`config.mk`:
```
export PLATFORM = sky130hd
export DESIGN_NAME = acsu_top
export DESIGN_NICKNAME = d
export VERILOG_FILES = /design/src/inc/acsu_pkg.sv /design/src/inc/acsu_op_if.sv /design/src/verilog/acsu_alu.sv /design/src/verilog/acsu_rsp_reg.sv /design/src/verilog/acsu_top.sv
export SDC_FILE = /design/constraint.sdc
export NUM_CORES = 2
export LEC_CHECK = 0
export ABC_AREA = 0
export BUFFER_PORTS_ARGS = -buffer_cell sky130_fd_sc_hd__buf_2
export CORE_MARGIN = 2
export CORE_UTILIZATION = 45
export CTS_BUF_LIST = sky130_fd_sc_hd__clkbuf_4 sky130_fd_sc_hd__clkbuf_8
export CTS_CLUSTER_DIAMETER = 60
export DETAILED_ROUTE_END_ITERATION = 7
export PLACE_DENSITY = 0.7
export SLEW_MARGIN = 20
export SYNTH_ARGS = -nofsm -noshare
export SYNTH_HDL_FRONTEND = slang
export SYNTH_HIERARCHICAL = 1
export SYNTH_SLANG_ARGS = --single-unit
```
`constraint.sdc`:
```
create_clock -name ref_clk_i -period 3.2 [get_ports ref_clk_i]
set_input_delay 0.16 -clock ref_clk_i [delete_from_list [all_inputs] [get_ports ref_clk_i]]
set_output_delay 0.16 -clock ref_clk_i [all_outputs]
set_load 0.05 [all_outputs]
```
`src/inc/acsu_pkg.sv`:
```
/*
  Constants, opcodes and state type of the atomic compare and swap unit.
  Assumes a 16-byte memory block port and 7-bit request opcodes.
*/
`default_nettype none

package acsu_pkg;

  // ----------------------------------------------------------------------
  // Widths and field positions
  // ----------------------------------------------------------------------
  localparam int unsigned ACSU_ADDR_W  = 34;
  localparam int unsigned ACSU_DATA_W  = 128;
  localparam int unsigned ACSU_HALF_W  = 64;
  localparam int unsigned ACSU_CMD_W   = 7;
  localparam int unsigned ACSU_SEL_BIT = 3;
  localparam int unsigned ACSU_BLK_LSB = 4;

  localparam logic [ACSU_BLK_LSB-1:0] ACSU_BLK_PAD  = 4'h0;
  localparam logic [ACSU_HALF_W-1:0]  ACSU_ZERO_HALF = 64'h0;
  localparam logic [ACSU_DATA_W-1:0]  ACSU_ZERO_BLK  = 128'h0;

  // ----------------------------------------------------------------------
  // Request opcodes
  // ----------------------------------------------------------------------
  localparam logic [ACSU_CMD_W-1:0] ACSU_OP_SWAP_LT16 = 7'h63;
  localparam logic [ACSU_CMD_W-1:0] ACSU_OP_EQUAL_TEST_16      = 7'h68;
  localparam logic [ACSU_CMD_W-1:0] ACSU_OP_SWAP_EQ8  = 7'h64;
  localparam logic [ACSU_CMD_W-1:0] ACSU_OP_SWAP_Z16  = 7'h65;

  // ----------------------------------------------------------------------
  // Sequencer states
  // ----------------------------------------------------------------------
  typedef enum logic [2:0] {
    ST_IDLE,
    ST_WAIT,
    ST_EXEC,
    ST_RESP
  } acsu_state_t;

endpackage

`default_nettype wire

```
`src/inc/acsu_op_if.sv`:
```
/*
  Operand and result bundle between sequencer, datapath and response stage.
  Assumes all three sit on the same clock.
*/
`timescale 1ns/1ns
`default_nettype none

interface acsu_op_if;
  import acsu_pkg::*;

  logic [ACSU_CMD_W-1:0]  cmd;
  logic                   sel_hi;
  logic [ACSU_DATA_W-1:0] mem_data;
  logic [ACSU_DATA_W-1:0] imm_data;
  logic                   known;
  logic                   wr_en;
  logic [ACSU_DATA_W-1:0] wr_data;
  logic                   flag;
  logic                   has_data;
  logic [ACSU_DATA_W-1:0] rsp_data;

  modport ctl (output cmd, sel_hi, mem_data, imm_data,
               input  known, wr_en, wr_data, flag, has_data, rsp_data);
  modport alu (input  cmd, sel_hi, mem_data, imm_data,
               output known, wr_en, wr_data, flag, has_data, rsp_data);
  modport rsp (input  known, flag, has_data, rsp_data);

endinterface

`default_nettype wire

```
`src/verilog/acsu_alu.sv`:
```
/*
  Combinational datapath of the four atomic operations.
  Assumes the sequencer holds operands stable while results are used.
*/
`timescale 1ns/1ns
`default_nettype none

module acsu_alu
  import acsu_pkg::*;
(
  acsu_op_if.alu op
);

  // ----------------------------------------------------------------------
  // Operand halves
  // ----------------------------------------------------------------------
  logic [ACSU_HALF_W-1:0] mem_sel;
  logic [ACSU_HALF_W-1:0] cmp_val;
  logic [ACSU_HALF_W-1:0] swp_val;
  logic                   imm_lt;

  assign mem_sel = op.sel_hi ? op.mem_data[ACSU_DATA_W-1:ACSU_HALF_W]
                             : op.mem_data[ACSU_HALF_W-1:0]; // RULE9
  assign cmp_val = op.imm_data[ACSU_DATA_W-1:ACSU_HALF_W]; // RULE14
  assign swp_val = op.imm_data[ACSU_HALF_W-1:0]; // RULE14
  assign imm_lt  = op.imm_data < op.mem_data; // RULE1

  // ----------------------------------------------------------------------
  // Operation select
  // ----------------------------------------------------------------------
  always_comb begin
    op.known    = 1'b1;
    op.wr_en    = 1'b0;
    op.wr_data  = op.mem_data;
    op.flag     = 1'b0;
    op.has_data = 1'b1;
    op.rsp_data = op.mem_data; // RULE2
    case (op.cmd)
      ACSU_OP_SWAP_LT16: begin
        op.wr_en   = 1'b1;
        op.wr_data = imm_lt ? op.imm_data : op.mem_data; // RULE1
        op.flag    = imm_lt; // RULE3
      end
      ACSU_OP_EQUAL_TEST_16: begin
        op.flag     = op.imm_data == op.mem_data; // RULE5
        op.has_data = 1'b0; // RULE4
        op.rsp_data = ACSU_ZERO_BLK; // RULE4
      end
      ACSU_OP_SWAP_EQ8: begin
        op.flag     = cmp_val == mem_sel; // RULE8
        op.wr_en    = cmp_val == mem_sel; // RULE8
        op.wr_data  = op.sel_hi
                    ? {swp_val, op.mem_data[ACSU_HALF_W-1:0]}
                    : {op.mem_data[ACSU_DATA_W-1:ACSU_HALF_W], swp_val};
        op.rsp_data = {ACSU_ZERO_HALF, mem_sel}; // RULE10
      end
      ACSU_OP_SWAP_Z16: begin
        op.flag    = op.mem_data == ACSU_ZERO_BLK; // RULE13
        op.wr_en   = op.mem_data == ACSU_ZERO_BLK; // RULE12
        op.wr_data = op.imm_data; // RULE12
      end
      default: begin
        op.known    = 1'b0;
        op.has_data = 1'b0;
        op.rsp_data = ACSU_ZERO_BLK;
      end
    endcase
  end

endmodule // acsu_alu

`default_nettype wire

```
`src/verilog/acsu_rsp_reg.sv`:
```
/*
  Response holding stage with valid and ready handshake.
  Assumes load is only pulsed while no response is pending.
*/
`timescale 1ns/1ns
`default_nettype none

module acsu_rsp_reg
  import acsu_pkg::*;
(
  input  wire logic                   ref_clk_i,
  input  wire logic                   rst_i,
  input  wire logic                   load_i,
  input  wire logic                   ready_i,
  acsu_op_if.rsp                      op,
  output logic                        valid_o,
  output logic [ACSU_DATA_W-1:0]      data_o,
  output logic                        flag_o,
  output logic                        has_data_o,
  output logic                        err_o
);

  // ----------------------------------------------------------------------
  // Valid handshake
  // ----------------------------------------------------------------------
  always_ff @(posedge ref_clk_i) begin
    if (rst_i) begin
      valid_o <= 1'b0;
    end else if (load_i) begin
      valid_o <= 1'b1;
    end else if (ready_i) begin
      valid_o <= 1'b0;
    end
  end

  // ----------------------------------------------------------------------
  // Response fields
  // ----------------------------------------------------------------------
  always_ff @(posedge ref_clk_i) begin
    if (rst_i) begin
      data_o     <= ACSU_ZERO_BLK;
      flag_o     <= 1'b0;
      has_data_o <= 1'b0;
      err_o      <= 1'b0;
    end else if (load_i) begin
      data_o     <= op.rsp_data;
      flag_o     <= op.known & op.flag;
      has_data_o <= op.known & op.has_data;
      err_o      <= ~op.known;
    end
  end

endmodule // acsu_rsp_reg

`default_nettype wire

```
`src/verilog/acsu_top.sv`:
```
/*
  Atomic read, compare and conditional write sequencer for one vault.
  Assumes requests and the memory port come from logic on ref_clk_i.
*/
// Function
// RULE1 - Swap-if-less writes smaller value, unsigned compare
// RULE2 - Swap-if-less returns original 16-byte operand
// RULE3 - Swap-if-less flag when immediate strictly less
// RULE4 - Equality test: no write, no data
// RULE5 - Equality test flag when operands equal
// RULE6 - Memory operand from aligned 16-byte block
// RULE7 - Requester: compare high, replacement low bytes
// RULE8 - Swap-if-equal writes replacement on match, flags
// RULE9 - Address bit 3 selects upper half
// RULE10 - Swap-if-equal returns operand, upper zeros
// RULE11 - Requester may use zero compare value
// RULE12 - Swap-if-zero writes immediate when memory zero
// RULE13 - Swap-if-zero flags zero, returns original
// RULE14 - Byte bit 7 MSB, byte 15 most significant
// RULE15 - Read, compare and write are indivisible
`timescale 1ns/1ns
`default_nettype none

module acsu_top
  import acsu_pkg::*;
(
  input  wire logic                   ref_clk_i,
  input  wire logic                   rst_i,
  input  wire logic                   req_valid_i,
  input  wire logic [ACSU_CMD_W-1:0]  req_cmd_i,
  input  wire logic [ACSU_ADDR_W-1:0] req_addr_i,
  input  wire logic [ACSU_DATA_W-1:0] req_data_i,
  output logic                        req_ready_o,
  output logic                        mem_rd_o,
  output logic                        mem_wr_o,
  output logic                        mem_lock_o,
  output logic [ACSU_ADDR_W-1:0]      mem_addr_o,
  output logic [ACSU_DATA_W-1:0]      mem_wdata_o,
  input  wire logic [ACSU_DATA_W-1:0] mem_rdata_i,
  input  wire logic                   mem_rvalid_i,
  output logic                        rsp_valid_o,
  output logic [ACSU_DATA_W-1:0]      rsp_data_o,
  output logic                        rsp_flag_o,
  output logic                        rsp_has_data_o,
  output logic                        rsp_err_o,
  input  wire logic                   rsp_ready_i
);

  // ----------------------------------------------------------------------
  // Declarations
  // ----------------------------------------------------------------------
  acsu_state_t            state_q;
  logic [ACSU_CMD_W-1:0]  cmd_q;
  logic [ACSU_ADDR_W-1:0] addr_q;
  logic [ACSU_DATA_W-1:0] imm_q;
  logic [ACSU_DATA_W-1:0] mem_q;
  logic                   ready_q;
  logic                   rd_q;
  logic                   wr_q;
  logic                   lock_q;
  logic [ACSU_ADDR_W-1:0] maddr_q;
  logic [ACSU_DATA_W-1:0] wdata_q;
  logic                   accept;
  logic                   known_req;
  logic                   rsp_done;
  logic                   rsp_valid;

  acsu_op_if op ();

  assign known_req = (req_cmd_i == ACSU_OP_SWAP_LT16)
                   | (req_cmd_i == ACSU_OP_EQUAL_TEST_16)
                   | (req_cmd_i == ACSU_OP_SWAP_EQ8)
                   | (req_cmd_i == ACSU_OP_SWAP_Z16);
  assign accept    = req_valid_i & ready_q & (state_q == ST_IDLE);
  assign rsp_done  = (state_q == ST_RESP) & rsp_valid & rsp_ready_i;

  // ----------------------------------------------------------------------
  // Sequencer
  // ----------------------------------------------------------------------
  always_ff @(posedge ref_clk_i) begin
    if (rst_i) begin
      state_q <= ST_IDLE;
    end else begin
      case (state_q)
        ST_IDLE: begin
          if (accept) begin
            state_q <= known_req ? ST_WAIT : ST_EXEC;
          end
        end
        ST_WAIT: begin
          if (mem_rvalid_i) begin
            state_q <= ST_EXEC;
          end
        end
        ST_EXEC: begin
          state_q <= ST_RESP;
        end
        ST_RESP: begin
          if (rsp_done) begin
            state_q <= ST_IDLE;
          end
        end
        default: begin
          state_q <= ST_IDLE;
        end
      endcase
    end
  end

  // ----------------------------------------------------------------------
  // Request capture and intake gate
  // ----------------------------------------------------------------------
  always_ff @(posedge ref_clk_i) begin
    if (rst_i) begin
      cmd_q  <= '0;
      addr_q <= '0;
      imm_q  <= ACSU_ZERO_BLK;
    end else if (accept) begin
      cmd_q  <= req_cmd_i;
      addr_q <= req_addr_i;
      imm_q  <= req_data_i; // RULE14
    end
  end

  always_ff @(posedge ref_clk_i) begin
    if (rst_i) begin
      ready_q <= 1'b1;
    end else if (accept) begin
      ready_q <= 1'b0; // RULE15
    end else if (rsp_done) begin
      ready_q <= 1'b1;
    end
  end

  // ----------------------------------------------------------------------
  // Memory port
  // ----------------------------------------------------------------------
  always_ff @(posedge ref_clk_i) begin
    if (rst_i) begin
      rd_q    <= 1'b0;
      maddr_q <= '0;
    end else begin
      rd_q <= accept & known_req;
      if (accept) begin
        maddr_q <= {req_addr_i[ACSU_ADDR_W-1:ACSU_BLK_LSB],
                    ACSU_BLK_PAD}; // RULE6
      end
    end
  end

  always_ff @(posedge ref_clk_i) begin
    if (rst_i) begin
      mem_q <= ACSU_ZERO_BLK;
    end else if ((state_q == ST_WAIT) && mem_rvalid_i) begin
      mem_q <= mem_rdata_i; // RULE6
    end
  end

  always_ff @(posedge ref_clk_i) begin
    if (rst_i) begin
      wr_q    <= 1'b0;
      wdata_q <= ACSU_ZERO_BLK;
    end else begin
      wr_q <= (state_q == ST_EXEC) & op.wr_en & op.known;
      if (state_q == ST_EXEC) begin
        wdata_q <= op.wr_data;
      end
    end
  end

  always_ff @(posedge ref_clk_i) begin
    if (rst_i) begin
      lock_q <= 1'b0;
    end else if (accept && known_req) begin
      lock_q <= 1'b1; // RULE15
    end else if (rsp_done) begin
      lock_q <= 1'b0;
    end
  end

  // ----------------------------------------------------------------------
  // Datapath and response stage
  // ----------------------------------------------------------------------
  assign op.cmd      = cmd_q;
  assign op.sel_hi   = addr_q[ACSU_SEL_BIT]; // RULE9
  assign op.mem_data = mem_q;
  assign op.imm_data = imm_q;

  acsu_alu u_alu (
    .op (op.alu)
  );

  acsu_rsp_reg u_rsp (
    .ref_clk_i  (ref_clk_i),
    .rst_i      (rst_i),
    .load_i     (state_q == ST_EXEC),
    .ready_i    (rsp_ready_i),
    .op         (op.rsp),
    .valid_o    (rsp_valid),
    .data_o     (rsp_data_o),
    .flag_o     (rsp_flag_o),
    .has_data_o (rsp_has_data_o),
    .err_o      (rsp_err_o)
  );

  assign req_ready_o = ready_q;
  assign mem_rd_o    = rd_q;
  assign mem_wr_o    = wr_q;
  assign mem_lock_o  = lock_q;
  assign mem_addr_o  = maddr_q;
  assign mem_wdata_o = wdata_q;
  assign rsp_valid_o = rsp_valid;
endmodule // acsu_top

`default_nettype wire
```
* Word level (Yosys, flattened, before mapping)
Cells that the tools add are included.
** Cells by class
- $lt $le $gt $ge :: 1
- Eq/ne operators :: 16
- Mux-type cells :: 20
- Bitwise gates (word level) :: 13
- Reductions and logical operators :: 11
** Operators with widths (number)
- 128-bit case mux with 3 select lines :: 1
- 128-bit two-way mux :: 2
- 128-bit case mux with 2 select lines :: 1
- 128-bit equality test :: 1
- 128-bit logical NOT :: 1
- 128-bit less-than comparator :: 1
- 64-bit equality test :: 1
- 64-bit two-way mux :: 1
- 7-bit equality test (second input constant) :: 8
- 3-bit case mux with 4 select lines :: 1
- 1-bit AND :: 9
- 3-bit two-way mux :: 3
- 1-bit two-way mux :: 8
- 3-bit by 2-bit equality test with 1-bit output (second input constant) :: 2
- 2-bit inequality test (second input constant) :: 3
- 2-bit nonzero test :: 3
- 1-bit case mux with 4 select lines :: 1
- 4-bit OR reduction :: 1
- 3-bit by 1-bit equality test with 1-bit output (second input constant) :: 1
- 3-bit logical NOT :: 1
- 1-bit OR :: 3
- 1-bit case mux with 3 select lines :: 1
- 3-bit AND reduction :: 1
- 3-bit OR reduction :: 1
- 4 further kinds :: 5
** Storage, ports and cells
- Flip-flop bits (word level) :: 564
- Bits of input ports :: 302
- Output and inout bits :: 298
- Logic and storage cells :: 77

* Logic depth before layout (Yosys ltp)
- Depth in word-level cells :: 7
- Mapped depth :: 13
- Depth with buffers taken out :: 12

* Hierarchy
The synthesis kept the hierarchy.
** By module, submodules not included
- acsu_top :: times used 1, cells an instance 1733, area each 14855.5 um^2, sequential area each 8568.2 um^2
- acsu_alu :: times used 1, cells an instance 1149, area each 8613.3 um^2, sequential area each 0.0 um^2
- acsu_rsp_reg :: times used 1, cells an instance 429, area each 4667.0 um^2, sequential area each 2642.5 um^2

* Least setup slack after synthesis
Ideal clock, no wire load.
- Path kind :: flip-flop to flip-flop
- From :: reg mem_q[61]
- To :: reg wdata_q[47], in the netlist mem_wdata_o[47]
- Setup time :: 0.128 ns
- Arrival :: 2.960 ns
- Data required time :: 3.072 ns
- Setup slack :: 0.112 ns
- Stages on the path, launching flop included :: 14
- Path buffers :: 1
- Period minus slack after synthesis :: 3.088 ns
- Cell sequence :: dfxtp_1 inv_1 ha_1 nand4_1 or4_1 nor3_2 o311ai_1 nand4_1 a211oi_2 o21ai_4 buf_6 mux2_4 mux2i_1 nor2_1
** On the way
- Longest elaborated chain between the ends :: 3
** RTL lines
- from (decl) :: line acsu_top.sv:56 : logic [ACSU_DATA_W-1:0] mem_q;
- from (signal assigned) :: line acsu_top.sv:155 : mem_q <= mem_rdata_i;
- 128-bit less-than comparator :: line acsu_alu.sv:26 : assign imm_lt = op.imm_data < op.mem_data;
- 128-bit two-way mux :: line acsu_alu.sv:41 : op.wr_data = imm_lt ? op.imm_data : op.mem_data;
- 128-bit case mux with 3 select lines :: line acsu_alu.sv:38 : case (op.cmd)
- via op.wr_data[47] :: line acsu_op_if.sv:17 : logic [ACSU_DATA_W-1:0] wr_data;
- to (signal assigned) :: line acsu_top.sv:166 : wdata_q <= op.wr_data;
- to (decl) :: line acsu_top.sv:62 : logic [ACSU_DATA_W-1:0] wdata_q;
The timed path passes the listed nets, and every way through them passes these cells.
A chain may end at the register's enable or synchronous reset.

* Final worst setup path
- From :: reg mem_q[55]
- To :: reg wdata_q[12], in the netlist mem_wdata_o[12]
The elaborated chain is that of the path after synthesis.

==> impl_metrics.env <==
export IMPL_p_leak_uw=0.0176
export IMPL_fillers=4834
export IMPL_tightest_slew_ns=0.941
export IMPL_relSlewSlack=0.367
export IMPL_placed_cell_area_sq_um=34200
export IMPL_worst_setup_path_start_kind="flop"
export IMPL_drc=0
export IMPL_seqPwrFrac=0.309
export IMPL_skew_ns=0.0362
export IMPL_dp_hpwl_mm=85.4
export IMPL_final_common_cell="nand2_1"
export IMPL_clock_path_buffers=3
export IMPL_combPwrFrac=0.424
export IMPL_setup_violations=128
export IMPL_final_hold_violation_count=0
export IMPL_synth_edf_count=0
export IMPL_cp_data_arrival_time_ns=3.93
export IMPL_ff2ff_setup_slack_ns=-0.19
export IMPL_cts_tree="built"
export IMPL_overflow=0
export IMPL_die_h_um=254
export IMPL_crit_path_end_kind="flop"
export IMPL_clkTransAtPathRegs_ns=0.07
export IMPL_met1_length_mm=50.1
export IMPL_worstPathMaxFanout=8
export IMPL_multi_input_area_sq_um=15800
export IMPL_regArea_sq_um=11200
export IMPL_rows=91
export IMPL_power_density_nw_per_um2=649
export IMPL_io_buffers=592
export IMPL_dr_wl_met2_mm=57.2
export IMPL_dr_pass1_iters=8
export IMPL_hold_ws_ns=0.231
export IMPL_path_class="flop to flop"
export IMPL_rsz0062_at_grt="true"
export IMPL_via_count=30400
export IMPL_violations="setup timing"
export IMPL_clk_latency_ns=0.71
export IMPL_layout_common_cells="nand2_1 (659), buf_2 (591), dfxtp_1 (538)"
export IMPL_wirelength_mm=126
export IMPL_critPathRequiredTime_ns=3.74
export IMPL_setup_tns_final_ns=-17.24
export IMPL_ir_worst_vdd_mv=0.553
export IMPL_place_congestion=0.922
export IMPL_h_tree_depth=3
export IMPL_grt_pass1_vias=29400
export IMPL_antenna_found_initial=3
export IMPL_intPower_uw=16100
export IMPL_grt_max_degree=96
export IMPL_wl_per_cell_um=23.3
export IMPL_maxUsedRoutingLayer="met4"
export IMPL_yosysWarningCount=6
export IMPL_drive_above_1_share=0.285
export IMPL_preCtsSetupSlack_ns=-0.387
export IMPL_fmax_mhz=295
export IMPL_seq_area_frac_synth=0.398
export IMPL_hold_class="primary input to flop"
export IMPL_viasPerCell=5.62
export IMPL_grt_total_usage=0.369
export IMPL_drv_cap=0
export IMPL_power_switching_uw=10200
export IMPL_ant_nets=0
export IMPL_startpoint="mem_q[55]$_SDFFE_PP0P_"
export IMPL_grt_first_pass_wirelength_mm=180
export IMPL_setup_slack_ns=-0.192
export IMPL_cts_made_buffers=98
export IMPL_area_growth_pct=44.3
export IMPL_dr_wl_met3_mm=11.1
export IMPL_p_sw_frac=0.389
export IMPL_synthArstFlopShare=0
export IMPL_reg2reg_from="mem_q[55]$_SDFFE_PP0P_"
export IMPL_status="complete, but fails checks"
export IMPL_dieArea_sq_um=64500
export IMPL_cts_root_buf="clkbuf_8"
export IMPL_min_period_ns=3.39
export IMPL_min_period_over_period=1.06
export IMPL_numClockSinks=560
export IMPL_initial_utilization=0.456
export IMPL_ys_ff_latch=560
export IMPL_p_clk_frac=0.266
export IMPL_synth_area_sq_um=28100
export IMPL_yosys_most_used_dff="dfxtp_1"
export IMPL_finalMaxSlewViolations=0
export IMPL_layout_nets=4928
export IMPL_dieWidth_um=254
export IMPL_drt_initial_drc_count=3211
export IMPL_io_pins=600
export IMPL_core_sq_um=61700
export IMPL_ys_types=66
export IMPL_synth_cells=3311
export IMPL_final_area_sq_um=40600
export IMPL_syn_area_per_cell_sq_um=8.50
export IMPL_worstHoldStart="req_data_i[50]"
worst max-delay path: stages (launching register included):
cell and delay (ns):
dfxtp_2 0.35, inv_2 0.05, ha_4 0.26, nand4_1 0.21, or4_4 0.67, nor3_4 0.21, o311ai_2 0.14, nand4_1 0.18
a211oi_4 0.09, o21ai_4 0.18, buf_12 0.21, buf_12 0.16, mux2_4 0.30, mux2i_1 0.14, nor2_1 0.05
state kept, by name, indices dropped and copies added (netlist names), 2 cells and up:
register and count:
mem_addr_o 30, mem_wdata_o 128, imm_q 128, mem_q 128, cmd_q 7, u_rsp/data_o 128
state_q 2
layout make-up:
| type | instances | share of cell area |
|---|---|---|
| antenna | 2 | 0.000123 |
| sequential | 560 | 0.277 |
| inverter | 139 | 0.0129 |
| multi-input combinational | 2386 | 0.389 |
| clock inverter | 22 | 0.00499 |
| timing repair buffer | 1309 | 0.245 |
| clock buffer | 148 | 0.0457 |
| tap | 837 | 0.0258 |
kinds of logic after synthesis:
logic type      Yosys count  synth area share
simple gates           1132             0.166
compound gates          633             0.138
flops                   560             0.398
mux                     425             0.162
buf+inv                 368            0.0578
fa+ha+maj               132            0.0587
xor+xnor                 60            0.0187
other cells               1          0.000133
cells in the mapped netlist (4+ instances only):
library cell	number	share of area
buf_2	63	0.011
nand4_1	39	0.0087
nor3_1	11	0.0020
a21oi_1	437	0.078
xor2_1	15	0.0047
and4_1	10	0.0031
nor2_1	315	0.042
and2_1	6	0.0013
clkbuf_1	117	0.016
and3_1	4	0.00089
nand2b_1	4	0.00089
buf_4	20	0.0053
dfxtp_1	560	0.40
a221o_1	69	0.025
a221oi_1	5	0.0016
mux2_4	60	0.032
nand2_1	663	0.088
nand3_1	14	0.0025
nor4_1	47	0.010
buf_1	17	0.0023
mux2_2	4	0.0016
xnor2_1	45	0.014
a21o_1	11	0.0029
inv_1	139	0.019
buf_6	12	0.0048
mux2i_1	361	0.13
ha_1	132	0.059
o21ai_0	28	0.0050
a22o_1	54	0.017
metal layers:
metal	track usage	vias to the layer above
met5	0	-
met4	0.194	0
met3	0.0741	406
met2	0.597	1745
met1	0.464	14500
li1	-	13800
repair_timing:
| action | in CTS | in global routing |
|---|---|---|
| buffers inserted | 15 | 1 |
| pin swaps | 16 | 86 |
| endpoints found under the hold margin | 333 | 0 |
| resized for setup | 73 | 39 |
| cloned | 7 | 7 |
| hold buffers | 342 | 0 |
| setup endpoints to repair | 129 | 129 |
stage by stage:
| stage | cells | utilization | total power (uW) |
|---|---|---|---|
| final | 5403 | 0.658 | 26300 |
| after global routing | 5403 | 0.658 | 27300 |
| after CTS | 5397 | 0.654 | 25900 |
| after detailed placement | 4863 | 0.554 | 18200 |
| after global placement | 4863 | 0.554 | 18100 |
| after floorplan | 3314 | - | 14100 |
path summary, 6_finish.rpt:
kind / endpoint / cells past startpoint
worst max register to register: mem_wdata_o[12]$_SDFFE_PP0P_ / 14
worst max-delay path: mem_wdata_o[12]$_SDFFE_PP0P_ / 14
worst min-delay path: imm_q[50]$_SDFFE_PP0N_ / 4
worst min register to register: cmd_q[4]$_SDFFE_PP0N_ / 2
power by group through the flow:
stage                     clock network, uW  registers, uW  logic, uW
after global placement                    0           8230       9910
after global routing                   7350           8210      11700
final                                  7020           8140      11200
after CTS                              7060           8110      10700
after floorplan                           0           8800       5250
after detailed placement                  0           8240       9990
(Power assumes the default switching activity.)
